File: config.mk
export PLATFORM = sky130hd
export DESIGN_NAME = ewsg_top
export DESIGN_NICKNAME = d
export VERILOG_FILES = /design/src/hw/ewsg_pkg.sv /design/src/hw/ewsg_timer_if.sv /design/src/hw/ewsg_timer.sv /design/src/hw/ewsg_top.sv
export SDC_FILE = /design/constraint.sdc
export NUM_CORES = 1
export LEC_CHECK = 0
export ABC_AREA = 1
export BUFFER_PORTS_ARGS = -buffer_cell sky130_fd_sc_hd__buf_4
export CAP_MARGIN = 30
export CORE_ASPECT_RATIO = 1.5
export CORE_MARGIN = 2
export CORE_UTILIZATION = 55
export DETAILED_ROUTE_END_ITERATION = 12
export GPL_TIMING_DRIVEN = 0
export PLACE_DENSITY = 0.82
export SYNTH_ARGS = -nofsm -noshare
export SYNTH_HDL_FRONTEND = slang
export SYNTH_HIERARCHICAL = 1
export SYNTH_SLANG_ARGS = --single-unit
export TNS_END_PERCENT = 20
File: constraint.sdc
create_clock -name clk_sys -period 33.9 [get_ports clk_sys]
set_input_delay 8.475 -clock clk_sys [delete_from_list [all_inputs] [get_ports clk_sys]]
set_output_delay 8.475 -clock clk_sys [all_outputs]
set_load 0.01 [all_outputs]
File: src/hw/ewsg_pkg.sv
// constants, space codes and sequencer states of the external wait-state generator
package ewsg_pkg;

  ////////////////////////////////////////////////////////////////////////
  // wait-state control register
  localparam logic [15:0] EWSG_WSC_ADDR = 16'hffff;   // topmost i/o address
  localparam int EWSG_WSC_WIDTH = 4;                  // implemented bits
  localparam int EWSG_PROG_WAIT_BIT = 0;              // program_space_wait
  localparam int EWSG_DATA_WAIT_BIT = 1;              // data_space_wait
  localparam int EWSG_IO_WAIT_BIT = 2;                // io_space_wait
  localparam int EWSG_TRACE_BIT = 3;                  // address_trace_enable
  localparam logic [3:0] EWSG_WSC_RESET = 4'hf;       // all bits set by reset
  localparam logic [11:0] EWSG_WSC_RSVD = 12'h000;    // bits 15..4 read as zero

  ////////////////////////////////////////////////////////////////////////
  // timing
  localparam int EWSG_WRITE_MIN_CYCLES = 2;           // least write length
  localparam int EWSG_SOFT_WAITS = 1;                 // wait states per set bit

  ////////////////////////////////////////////////////////////////////////
  // address spaces
  typedef logic [1:0] ewsg_space_t;
  localparam ewsg_space_t EWSG_SP_PROG = 2'h0;
  localparam ewsg_space_t EWSG_SP_DATA = 2'h1;
  localparam ewsg_space_t EWSG_SP_IO = 2'h2;

  // bus sequencer states
  typedef enum logic [3:0] {
    EWSG_IDLE = 4'h1,
    EWSG_WRITE = 4'h2,
    EWSG_READ = 4'h4,
    EWSG_FETCH = 4'h8
  } ewsg_state_e;

endpackage

File: src/hw/ewsg_timer_if.sv
// handshake between bus sequencer and access-length timer
`timescale 1ns/1ps
interface ewsg_timer_if;
  logic start;      // first cycle of a new access follows
  logic soft_wait;  // software wait state applies to it
  logic is_write;   // access is a write
  logic ready;      // filtered ready level
  logic done;       // access ends this cycle

  modport owner (output start, output soft_wait, output is_write, output ready, input done);
  modport timer (input start, input soft_wait, input is_write, input ready, output done);
endinterface

File: src/hw/ewsg_timer.sv
// access-length timer: software wait, write minimum, then ready
`timescale 1ns/1ps
module ewsg_timer (
  input wire logic clk_sys,
  input wire logic rst_any_n,
  ewsg_timer_if.timer t
);
  import ewsg_pkg::*;

  logic busy_q, busy_d;   // access in progress
  logic need_q, need_d;   // access needs a second cycle
  logic past_q, past_d;   // first cycle elapsed

  //////////////////////////////////////////////////////////////////////////
  // next values
  always_comb begin
    busy_d = busy_q;
    need_d = need_q;
    past_d = past_q;
    if (t.start) begin
      // writes take at least two cycles whatever the bits say
      busy_d = 1'b1;
      need_d = t.soft_wait | t.is_write;
      past_d = 1'b0;
    end else if (t.done) begin
      busy_d = 1'b0;
    end else if (busy_q) begin
      // each wait state is one whole cycle
      past_d = 1'b1;
    end
  end

  // ready sampled only once the soft wait elapsed; cannot shorten it
  assign t.done = busy_q & (past_q | ~need_q) & t.ready;

  //////////////////////////////////////////////////////////////////////////
  // registers
  always_ff @(posedge clk_sys or negedge rst_any_n) begin
    if (!rst_any_n) begin
      busy_q <= 1'b0;
      need_q <= 1'b0;
      past_q <= 1'b0;
    end else begin
      busy_q <= busy_d;
      need_q <= need_d;
      past_q <= past_d;
    end
  end
endmodule

File: src/hw/ewsg_top.sv
// external bus sequencer with software wait-state generator
// Notes on behaviour
// - set space bit inserts wait ignoring ready
// - ready low stretches access after soft wait
// - bit 0 adds one wait to program reads
// - bit 1 adds one wait to data reads
// - bit 2 adds one wait to off-chip i/o reads
// - external writes last at least two cycles
// - ready never shortens a software wait state
// - trace bit shows program address when bus idle
// - strobes stay inactive while tracing
// - reset sets all four control bits
// - reserved bits 15..4 read as zero
// - register decoded at topmost i/o address
// - either reset input alone resets block
// - reset aborts a write in progress
// - ready adds any number of whole-cycle waits
// - order write, then read, then fetch
// - internal register access also waits for ready
`timescale 1ns/1ps
module ewsg_top (
  input wire logic clk_sys,
  input wire logic rst_n,
  input wire logic reset_in,
  // cpu side: one machine cycle of requests
  input wire logic cyc_start,
  input wire logic cyc_write,
  input wire ewsg_pkg::ewsg_space_t cyc_wr_space,
  input wire logic [15:0] cyc_wr_addr,
  input wire logic [15:0] cyc_wr_data,
  input wire logic cyc_read,
  input wire ewsg_pkg::ewsg_space_t cyc_rd_space,
  input wire logic [15:0] cyc_rd_addr,
  input wire logic cyc_fetch,
  input wire logic [15:0] cyc_fetch_addr,
  input wire logic [15:0] prog_addr,
  output logic cyc_busy_q,
  output logic cyc_done_q,
  output logic [15:0] rd_result_q,
  output logic [15:0] fetch_result_q,
  // external parallel bus pins
  output logic [15:0] bus_addr_q,
  input wire logic [15:0] bus_data_in,
  output logic [15:0] bus_data_out_q,
  output logic bus_data_oe_q,
  output logic prog_sel_n_q,
  output logic data_sel_n_q,
  output logic io_sel_n_q,
  output logic strobe_n_q,
  output logic read_n_q,
  output logic write_n_q,
  output logic read_not_write_q,
  input wire logic ready
);
  import ewsg_pkg::*;

  ////////////////////////////////////////////////////////////////////////////
  // reset and ready conditioning

  logic rst_any_n;  // either input resets, no synchroniser
  assign rst_any_n = rst_n & ~reset_in;

  logic [2:0] rdy_sync_q;  // three-stage pin sampler
  logic rdy_q, rdy_d;      // filtered ready level

  // accept a change once stages two and three agree
  always_comb begin
    rdy_d = rdy_q;
    if (rdy_sync_q[1] == rdy_sync_q[2]) begin
      rdy_d = rdy_sync_q[2];
    end
  end

  always_ff @(posedge clk_sys or negedge rst_any_n) begin
    if (!rst_any_n) begin
      rdy_sync_q <= 3'h0;
      rdy_q <= 1'b0;
    end else begin
      rdy_sync_q <= {rdy_sync_q[1:0], ready};
      rdy_q <= rdy_d;
    end
  end

  ////////////////////////////////////////////////////////////////////////////
  // state

  ewsg_state_e state_q, state_d;          // bus sequencer
  logic [2:0] pend_q, pend_d;             // pending write, read, fetch
  ewsg_space_t wr_sp_q, wr_sp_d;          // latched write space
  ewsg_space_t rd_sp_q, rd_sp_d;          // latched read space
  logic [15:0] wr_addr_q, wr_addr_d;
  logic [15:0] wr_data_q, wr_data_d;
  logic [15:0] rd_addr_q, rd_addr_d;
  logic [15:0] fe_addr_q, fe_addr_d;
  logic [3:0] wsc_q, wsc_d;               // wait_state_control bits
  logic [15:0] rd_res_d, fe_res_d;        // captured results
  logic done_d;                           // end-of-cycle pulse

  // pin next values
  logic [15:0] addr_d, dout_d;
  logic oe_d, psel_d, dsel_d, isel_d, strb_d, rdn_d, wen_d, rnw_d;

  ewsg_timer_if tif ();

  ewsg_timer u_timer (
    .clk_sys(clk_sys),
    .rst_any_n(rst_any_n),
    .t(tif)
  );

  ////////////////////////////////////////////////////////////////////////////
  // helpers

  // next access in fixed order
  function automatic ewsg_state_e pick(input logic [2:0] p);
    ewsg_state_e s;
    s = EWSG_IDLE;
    if (p[2]) begin
      s = EWSG_WRITE;
    end else if (p[1]) begin
      s = EWSG_READ;
    end else if (p[0]) begin
      s = EWSG_FETCH;
    end
    return s;
  endfunction

  // register hit: topmost i/o address
  function automatic logic is_reg(input ewsg_space_t sp, input logic [15:0] a);
    return (sp == EWSG_SP_IO) && (a == EWSG_WSC_ADDR);
  endfunction

  // software wait for an off-chip read of a space
  function automatic logic soft_of(input ewsg_space_t sp, input logic [3:0] w);
    logic r;
    r = 1'b0;
    if (sp == EWSG_SP_PROG) begin
      r = w[EWSG_PROG_WAIT_BIT];
    end else if (sp == EWSG_SP_DATA) begin
      r = w[EWSG_DATA_WAIT_BIT];
    end else if (sp == EWSG_SP_IO) begin
      r = w[EWSG_IO_WAIT_BIT];
    end
    return r;
  endfunction

  logic wr_int, rd_int;  // current write/read hits the register
  assign wr_int = is_reg(wr_sp_d, wr_addr_d);
  assign rd_int = is_reg(rd_sp_d, rd_addr_d);

  ////////////////////////////////////////////////////////////////////////////
  // sequencer next values

  always_comb begin
    state_d = state_q;
    pend_d = pend_q;
    wr_sp_d = wr_sp_q;
    rd_sp_d = rd_sp_q;
    wr_addr_d = wr_addr_q;
    wr_data_d = wr_data_q;
    rd_addr_d = rd_addr_q;
    fe_addr_d = fe_addr_q;
    wsc_d = wsc_q;
    rd_res_d = rd_result_q;
    fe_res_d = fetch_result_q;
    done_d = 1'b0;
    tif.start = 1'b0;
    unique case (state_q)
      EWSG_IDLE: begin
        // take a new machine cycle of requests
        if (cyc_start) begin
          pend_d = {cyc_write, cyc_read, cyc_fetch};
          wr_sp_d = cyc_wr_space;
          rd_sp_d = cyc_rd_space;
          wr_addr_d = cyc_wr_addr;
          wr_data_d = cyc_wr_data;
          rd_addr_d = cyc_rd_addr;
          fe_addr_d = cyc_fetch_addr;
          state_d = pick(pend_d);
          done_d = (state_d == EWSG_IDLE);
        end
      end
      EWSG_WRITE: begin
        // register writes also wait for ready
        if (tif.done) begin
          pend_d[2] = 1'b0;
          if (is_reg(wr_sp_q, wr_addr_q)) begin
            wsc_d = wr_data_q[EWSG_WSC_WIDTH-1:0];
          end
          state_d = pick(pend_d);
          done_d = (state_d == EWSG_IDLE);
        end
      end
      EWSG_READ: begin
        // reserved bits return zero on register reads
        if (tif.done) begin
          pend_d[1] = 1'b0;
          if (is_reg(rd_sp_q, rd_addr_q)) begin
            rd_res_d = {EWSG_WSC_RSVD, wsc_q};
          end else begin
            rd_res_d = bus_data_in;
          end
          state_d = pick(pend_d);
          done_d = (state_d == EWSG_IDLE);
        end
      end
      EWSG_FETCH: begin
        // fetch is last of the cycle
        if (tif.done) begin
          pend_d[0] = 1'b0;
          fe_res_d = bus_data_in;
          state_d = EWSG_IDLE;
          done_d = 1'b1;
        end
      end
    endcase
    // every new access restarts the timer
    if (state_d != EWSG_IDLE && (state_d != state_q || tif.done)) begin
      tif.start = 1'b1;
    end
  end

  // timer inputs for the access being entered
  always_comb begin
    tif.is_write = (state_d == EWSG_WRITE);
    tif.ready = rdy_q;
    tif.soft_wait = 1'b0;
    if (state_d == EWSG_READ) begin
      tif.soft_wait = ~rd_int & soft_of(rd_sp_d, wsc_q);
    end else if (state_d == EWSG_FETCH) begin
      tif.soft_wait = soft_of(EWSG_SP_PROG, wsc_q);
    end
  end

  ////////////////////////////////////////////////////////////////////////////
  // pin next values

  always_comb begin
    addr_d = bus_addr_q;
    dout_d = bus_data_out_q;
    oe_d = 1'b0;
    psel_d = 1'b1;
    dsel_d = 1'b1;
    isel_d = 1'b1;
    strb_d = 1'b1;
    rdn_d = 1'b1;
    wen_d = 1'b1;
    rnw_d = 1'b1;
    unique case (state_d)
      EWSG_IDLE: begin
        // trace: program address out, strobes quiet
        if (wsc_q[EWSG_TRACE_BIT]) begin
          addr_d = prog_addr;
        end
      end
      EWSG_WRITE: begin
        // external write drives data bus
        addr_d = wr_addr_d;
        dout_d = wr_data_d;
        rnw_d = 1'b0;
        if (!wr_int) begin
          oe_d = 1'b1;
          strb_d = 1'b0;
          wen_d = 1'b0;
          psel_d = (wr_sp_d != EWSG_SP_PROG);
          dsel_d = (wr_sp_d != EWSG_SP_DATA);
          isel_d = (wr_sp_d != EWSG_SP_IO);
        end
      end
      EWSG_READ: begin
        // program, data or i/o read
        addr_d = rd_addr_d;
        if (!rd_int) begin
          strb_d = 1'b0;
          rdn_d = 1'b0;
          psel_d = (rd_sp_d != EWSG_SP_PROG);
          dsel_d = (rd_sp_d != EWSG_SP_DATA);
          isel_d = (rd_sp_d != EWSG_SP_IO);
        end
      end
      EWSG_FETCH: begin
        // program fetch
        addr_d = fe_addr_d;
        strb_d = 1'b0;
        rdn_d = 1'b0;
        psel_d = 1'b0;
      end
    endcase
  end

  ////////////////////////////////////////////////////////////////////////////
  // registers; async reset drops strobes at once, aborting writes

  always_ff @(posedge clk_sys or negedge rst_any_n) begin
    if (!rst_any_n) begin
      state_q <= EWSG_IDLE;
      pend_q <= 3'h0;
      wr_sp_q <= EWSG_SP_PROG;
      rd_sp_q <= EWSG_SP_PROG;
      wr_addr_q <= 16'h0000;
      wr_data_q <= 16'h0000;
      rd_addr_q <= 16'h0000;
      fe_addr_q <= 16'h0000;
      wsc_q <= EWSG_WSC_RESET;
      cyc_done_q <= 1'b0;
      rd_result_q <= 16'h0000;
      fetch_result_q <= 16'h0000;
      bus_addr_q <= 16'h0000;
      bus_data_out_q <= 16'h0000;
      bus_data_oe_q <= 1'b0;
      prog_sel_n_q <= 1'b1;
      data_sel_n_q <= 1'b1;
      io_sel_n_q <= 1'b1;
      strobe_n_q <= 1'b1;
      read_n_q <= 1'b1;
      write_n_q <= 1'b1;
      read_not_write_q <= 1'b1;
    end else begin
      state_q <= state_d;
      pend_q <= pend_d;
      wr_sp_q <= wr_sp_d;
      rd_sp_q <= rd_sp_d;
      wr_addr_q <= wr_addr_d;
      wr_data_q <= wr_data_d;
      rd_addr_q <= rd_addr_d;
      fe_addr_q <= fe_addr_d;
      wsc_q <= wsc_d;
      cyc_done_q <= done_d;
      rd_result_q <= rd_res_d;
      fetch_result_q <= fe_res_d;
      bus_addr_q <= addr_d;
      bus_data_out_q <= dout_d;
      bus_data_oe_q <= oe_d;
      prog_sel_n_q <= psel_d;
      data_sel_n_q <= dsel_d;
      io_sel_n_q <= isel_d;
      strobe_n_q <= strb_d;
      read_n_q <= rdn_d;
      write_n_q <= wen_d;
      read_not_write_q <= rnw_d;
    end
  end

  // busy mirrors the sequencer state
  always_ff @(posedge clk_sys or negedge rst_any_n) begin
    if (!rst_any_n) begin
      cyc_busy_q <= 1'b0;
    end else begin
      cyc_busy_q <= (state_d != EWSG_IDLE);
    end
  end

endmodule

==> results of run 1 <==
==> registers in the layout, summed over array words and instances, names as in the netlist, 2 cells and up <==
register	flops
rd_sp_q	2
bus_addr_q	16
bus_data_out_q	16
wr_sp_q	2
wsc_q	4
rd_addr_q	16
fetch_result_q	16
wr_data_q	16
fe_addr_q	16
rd_result_q	16
wr_addr_q	16
rdy_sync_q	3
pend_q	3
state_q	4
==> power by group <==
part           switching [W]  internal [W]  leakage, nW
Sequential         0.0000454      0.000283         1.98
Combinational       0.000311      0.000183         2.92
Clock              0.0000876      0.000120        0.313
==> stage by stage <==
step,instances,hold WS (ns)
2_1_floorplan,927,0.331
3_3_place_gp,1270,0.336
3_5_place_dp,1275,0.343
4_1_cts,1307,0.360
5_1_grt,1307,0.361
6_report,1307,0.354
==> routing by layer <==
metal  wire length [um]  vias up  global-route usage [%]
met5                  0        -                       0
met4                862        0                    13.8
met3               1410       63                    4.88
met2              11600      322                    55.2
met1               7720     3342                    35.4
li1                   -     3346                       -
==> layout make-up <==
type / count / area [sq um]
flip-flops and latches: 160 / 4020
fillers: 1014 / 3610
multi-input cells: 649 / 2960
repair buffers: 186 / 1470
clock buffers: 17 / 425
inverters: 81 / 304
clock inverters: 15 / 216
well taps: 162 / 203
plain buffers: 37 / 190
==> worst max-delay path, stage by stage <==
cell,delay (ns)
buf_4,0.14
nand4_4,0.15
clkbuf_1,0.46
clkbuf_1,0.53
o21ai_0,0.21
nor2_1,0.20
nand2_1,0.08
nand2_1,0.15
inv_2,0.04
==> Yosys cell counts, types with 10 or more instances <==
master / count
a31oi_1: 12
buf_2: 17
clkbuf_1: 14
dfrtp_1: 148
dfstp_2: 12
inv_1: 67
inv_2: 14
nand2_1: 375
nand3_1: 52
nand4_1: 31
nor2_1: 63
nor2_2: 10
o21ai_0: 54
==> how the worst max path moves through the flow <==
stage	startpoint	end	slack, ns	cells after the start
floorplan	rst_n	bus_addr_q[0]	15.86	2
finish	cyc_start	bus_data_oe_q	23.78	9
global placement	rst_n	bus_data_out_q[3]	12.33	3
CTS	cyc_start	bus_data_oe_q	23.79	9
global route	cyc_start	u_timer/need_q	23.60	15
detailed placement	cyc_start	bus_data_oe_q	23.37	9
==> kinds of logic (layout without fill, tap and decap cells) <==
| kind of cell | after synthesis | count (layout) | synth area share (%) |
|---|---|---|---|
| AO/OA/AOI/OAI | 87 | 87 | 6.56 |
| XOR/XNOR | 1 | 1 | 0.117 |
| buffers and inverters | 118 | 336 | 6.62 |
| adder cells (fa/ha/maj) | 1 | 1 | 0.134 |
| AND/OR/NAND/NOR | 560 | 560 | 32.7 |
| flip-flops | 160 | 160 | 53.9 |
==> out/metrics.yaml, run 1 <==
logic_synthesis:
  yosys_warnings: 6
  ys_seq_elements: 160
  synth_area_leader_cell: "dfrtp_1"
  syn_inst: 927
  ys_seq_area_share_pct: 53.9
  yosysTopAreaCellShare_pct: 49.6
  synth.area.top_cells: "dfrtp_1 50%, nand2_1 19%, dfstp_2 4.2%, o21ai_0 3.6%, nand3_1 3.5%"
  synth-edff-count: 0
  synthFlopType: "dfrtp_1"
  synthesis.nets: 1035
  syn_area_per_cell_sq_um: 8.05
  async_reset_ff_share_pct: 100
  synth.distinct_cells: 38
  synth_area_sq_um: 7460
global_route:
  grt_start_max_net_pins: 34
  antenna_found_initial: 0
  grt_pass1_wl_um: 34900
  grt-ovfl-total: 0
  grt_pass1_vias: 7145
  track_usage_pct: 30.7
sta:
  setup_viol: 0
  maxSlewViolCount: 0
  max_freq_ghz: 0.0988
  rsz0062_at_grt: "no"
  hold_violations: 0
  skew_ns: 0.0103
  setup_tns_ns: 0
  setup_ws_ns: 23.78
  period_share_pct: 29.9
  relSlewSlack_pct: 48.1
  worstMarginPinSlew_ns: 0.772
  period_minus_slack_ns: 10.12
cts:
  clock_sinks: 160
  clk_latency_ns: 0.43
  cts_resized: 0
  cts_tree: "done"
  clockBufferDepth: 2
  path_clk_slew_ns: 0.07
  clock-root-buffer: "clkbuf_16"
  htreeDepth: 4
  cts_made_buffers: 17
  postCtsHoldBufs: 0
  postCtsSetupBuffers: 0
power:
  power_w: 0.00103
  p_leak_nw: 5.22
  peakVddDrop_v: 0.0000600
  powerDensity_nw_per_um2: 105
worst_setup_path:
  start_kind: "input pin"
  critPathCaptureType: "register"
  path_max_fanout: 10
  required_ns: 34.22
  r2r_start: "rdy_q"
  r2r_end: "bus_addr_q[9]"
  r2r_cells: 16
  crit_arrival_ns: 10.44
  rrSetupSlack_ns: 31.27
  critical_path_class: "input pin to register"
layout:
  layout_commonest_cell: "nand2_1"
  drive_gt1_share_pct: 26.3
  layout_common_cells: "375 x nand2_1, 183 x buf_4, 148 x dfrtp_1"
  final_cell_area_sq_um: 9790
  finish.utilization_pct: 73.0
  num-nets-final: 1240
  antenna-diode-count: 0
  area_growth_pct: 31.2
routing:
  postRouteAntennaNets: 0
  drc: 0
  dr.pass1.iters: 5
  wirelength_um: 21600
  num_vias: 7073
  via_per_inst: 5.41
  post_drt_wl_per_cell_um: 16.6
  drtIter0Drc: 478
floorplan:
  io_pins: 182
  dieArea_sq_um: 14500
  rows: 52
  die_h_um: 147
  start_util_pct: 55.7
  dieWidth_um: 99.1
  core_area_sq_um: 13400
placed_design:
  routabilityCongestion: 0.978
  placed_area_sq_um: 9150
  pre_cts_slack_ns: 23.37
  hpwl_um: 16200
  io_buffers: 181
hold_path:
  min_from: "rdy_sync_q[0]"
  hold_path.class: "register to register"
  hold_depth: 0
  whs_endpoint: "rdy_sync_q[1]"
flow_run:
  drv_cap: 0
run_status:
  status: "complete, no violations"
Power figures use the tool's default switching activity.
==> inputs of run 2 (changes only) <==
--- a/config.mk
+++ b/config.mk
@@ -10,10 +10,10 @@
 export CAP_MARGIN = 30
 export CORE_ASPECT_RATIO = 1.5
 export CORE_MARGIN = 2
-export CORE_UTILIZATION = 55
+export CORE_UTILIZATION = 54
 export DETAILED_ROUTE_END_ITERATION = 12
 export GPL_TIMING_DRIVEN = 0
-export PLACE_DENSITY = 0.82
+export PLACE_DENSITY = 0.81
 export SYNTH_ARGS = -nofsm -noshare
 export SYNTH_HDL_FRONTEND = slang
 export SYNTH_HIERARCHICAL = 1
==> constraint.sdc (replaced) <==
create_clock -name clk_sys -period 10.1 [get_ports clk_sys]
set_input_delay 2.525 -clock clk_sys [delete_from_list [all_inputs] [get_ports clk_sys]]
set_output_delay 2.525 -clock clk_sys [all_outputs]
set_load 0.01 [all_outputs]
==> run 2 against run 1 <==
  * Global-route usage shrank 1.4 points
  * Clock power grew to 3.1 times the previous value
  * Power grew to 3.3 times the previous value
==> out/metrics.yaml, run 2 (synthesized netlist as in run 1, its figures left out) <==
power:
  switchingPower_w: 0.00143  # +220%
  powerDensity_nw_per_um2: 348  # +230%
  power_w: 0.00338  # +230%
  p_leak_nw: 5.18  # -0.74%
  peakVddDrop_v: 0.000182  # +200%
  switching_share_pct: 42.3  # -0.79 points
  internal-power_w: 0.00195  # +230%
  p_comb_share_pct: 48.5  # +0.6 points
  p_clk_share_pct: 18.9  # -1.3 points
  power_frac_seq_pct: 32.6  # +0.7 points
flow_run:
  drv_cap: 0  # unchanged
routing:
  via_per_inst: 5.33  # -1.5%
  wirelength_um: 21000  # -2.9%
  postRouteAntennaNets: 0  # unchanged
  post_drt_wl_per_cell_um: 16.1  # -2.9%
  drtIter0Drc: 361  # -24%
  drc: 0  # unchanged
  dr.pass1.iters: 6  # +1
  num_vias: 6970  # -1.5%
layout:
  fill_cells: 1080  # +6.5%
  multi_input_area_sq_um: 2960  # unchanged
  layout_commonest_cell: "nand2_1"
  finish.utilization_pct: 71.8  # -1.2 points
  seq_area_sq_um: 4020  # unchanged
  final_cell_area_sq_um: 9710  # -0.75%
  area_growth_pct: 30.2
  num-nets-final: 1240  # unchanged
  drive_gt1_share_pct: 25.9  # -0.35 points
  layout_common_cells: "375 x nand2_1, 183 x buf_4, 148 x dfrtp_1"
  antenna-diode-count: 0  # unchanged
cts:
  path_clk_slew_ns: 0.06  # about the same
  clockBufferDepth: 2  # unchanged
  clock-root-buffer: "clkbuf_16"
  cts_resized: 0  # unchanged
  postCtsHoldBufs: 0  # unchanged
  clock_sinks: 160  # unchanged
  cts_made_buffers: 17  # unchanged
  postCtsSetupBuffers: 0  # unchanged
  htreeDepth: 4  # unchanged
  clk_latency_ns: 0.42  # about the same
  cts_tree: "done"
sta:
  worstMarginPinSlew_ns: 0.716  # -0.0554 ns
  hold_violations: 0  # unchanged
  holdWs_ns: 0.353  # -0.000877 ns
  maxSlewViolCount: 0  # unchanged
  skew_ns: 0.0113  # +0.00106 ns
  period_minus_slack_ns: 4.15
  relSlewSlack_pct: 51.8  # +3.7 points
  setup_viol: 0  # unchanged
  setup_tns_ns: 0  # unchanged
  period_share_pct: 41.1
  max_freq_ghz: 0.241
  rsz0062_at_grt: "no"
worst_setup_path:
  endpoint: "bus_data_oe_q"
  required_ns: 10.41  # -23.81 ns
  critical_path_class: "input pin to register"
  r2r_cells: 15  # -1
  r2r_end: "u_timer/need_q"
  crit_arrival_ns: 4.46  # -5.98 ns
  critPathCaptureType: "register"
  rrSetupSlack_ns: 7.55  # -23.72 ns
  start_kind: "input pin"
  startpoint: "cyc_start"
  path_max_fanout: 10  # unchanged
  r2r_start: "state_q[2]"
floorplan:
  die_h_um: 148  # +0.89%
  start_util_pct: 55.1  # -0.54 points
  rows: 52  # unchanged
  dieArea_sq_um: 14800  # +1.8%
  core_area_sq_um: 13500  # +0.97%
  io_pins: 182  # unchanged
  dieWidth_um: 100  # +0.88%
placed_design:
  io_buffers: 181  # unchanged
  routabilityCongestion: 0.957  # -2.2%
  hpwl_um: 16000  # -1.5%
  placed_area_sq_um: 9130  # -0.16%
run_status:
  status: "complete, no violations"
global_route:
  antenna_found_initial: 0  # unchanged
  grt_pass1_vias: 6969  # -2.5%
  grt_start_max_net_pins: 35  # +2.9%
  grt_pass1_wl_um: 33600  # -3.9%
  track_usage_pct: 29.3  # -1.4 points
  grt-ovfl-total: 0  # unchanged
hold_path:
  min_from: "rdy_sync_q[0]"
  hold_path.class: "register to register"
[run 2: worst min path at each step]
stage                          to  slack [ns]  cells after the start
CTS                 rdy_sync_q[1]        0.36                      0
detailed placement  rdy_sync_q[1]        0.34                      0
floorplan           rdy_sync_q[1]        0.33                      0
global route        rdy_sync_q[1]        0.35                      0
global placement    rdy_sync_q[1]        0.34                      0
finish              rdy_sync_q[1]        0.35                      0
[run 2: area by class of cell]
cell class                      instances  area share [%]
Clock buffer                           21            4.53
Multi-Input combinational cell        649            30.4
Inverter                               81            3.13
Sequential cell                       160            41.4
Buffer                                 37            1.96
Tap cell                              162            2.09
Clock inverter                         11            1.47
Timing Repair Buffer                  186            15.0
[run 2: power groups by stage]
stage                     Clock, W  Sequential [W]  Combinational [W]
after global routing      0.000669         0.00113            0.00183
after global placement           0         0.00110            0.00158
after floorplan                  0         0.00115           0.000999
after detailed placement         0         0.00110            0.00162
final                     0.000639         0.00110            0.00164
after CTS                 0.000644         0.00110            0.00164
[run 2: critical path: stages]
cell	delay, ns
buf_4	0.14
nand4_4	0.16
clkbuf_1	0.41
clkbuf_1	0.53
o21ai_0	0.23
nor2_1	0.22
nand2_1	0.10
nand2_1	0.10
inv_2	0.04
[run 2: layer usage]
| metal | wire [um] | track usage, % | vias up |
|---|---|---|---|
| li1 | - | - | 3354 |
| met1 | 7860 | 34.1 | 3258 |
| met2 | 10900 | 50.7 | 301 |
| met3 | 1180 | 4.96 | 57 |
| met4 | 1030 | 16.6 | 0 |
| met5 | 0 | 0 | - |
[run 2: stage by stage]
step | instances | setup slack, ns
2_1_floorplan | 927 | 1.90
3_3_place_gp | 1270 | -0.305
3_5_place_dp | 1275 | 5.56
4_1_cts | 1307 | 5.97
5_1_grt | 1307 | 5.81
6_report | 1307 | 5.95
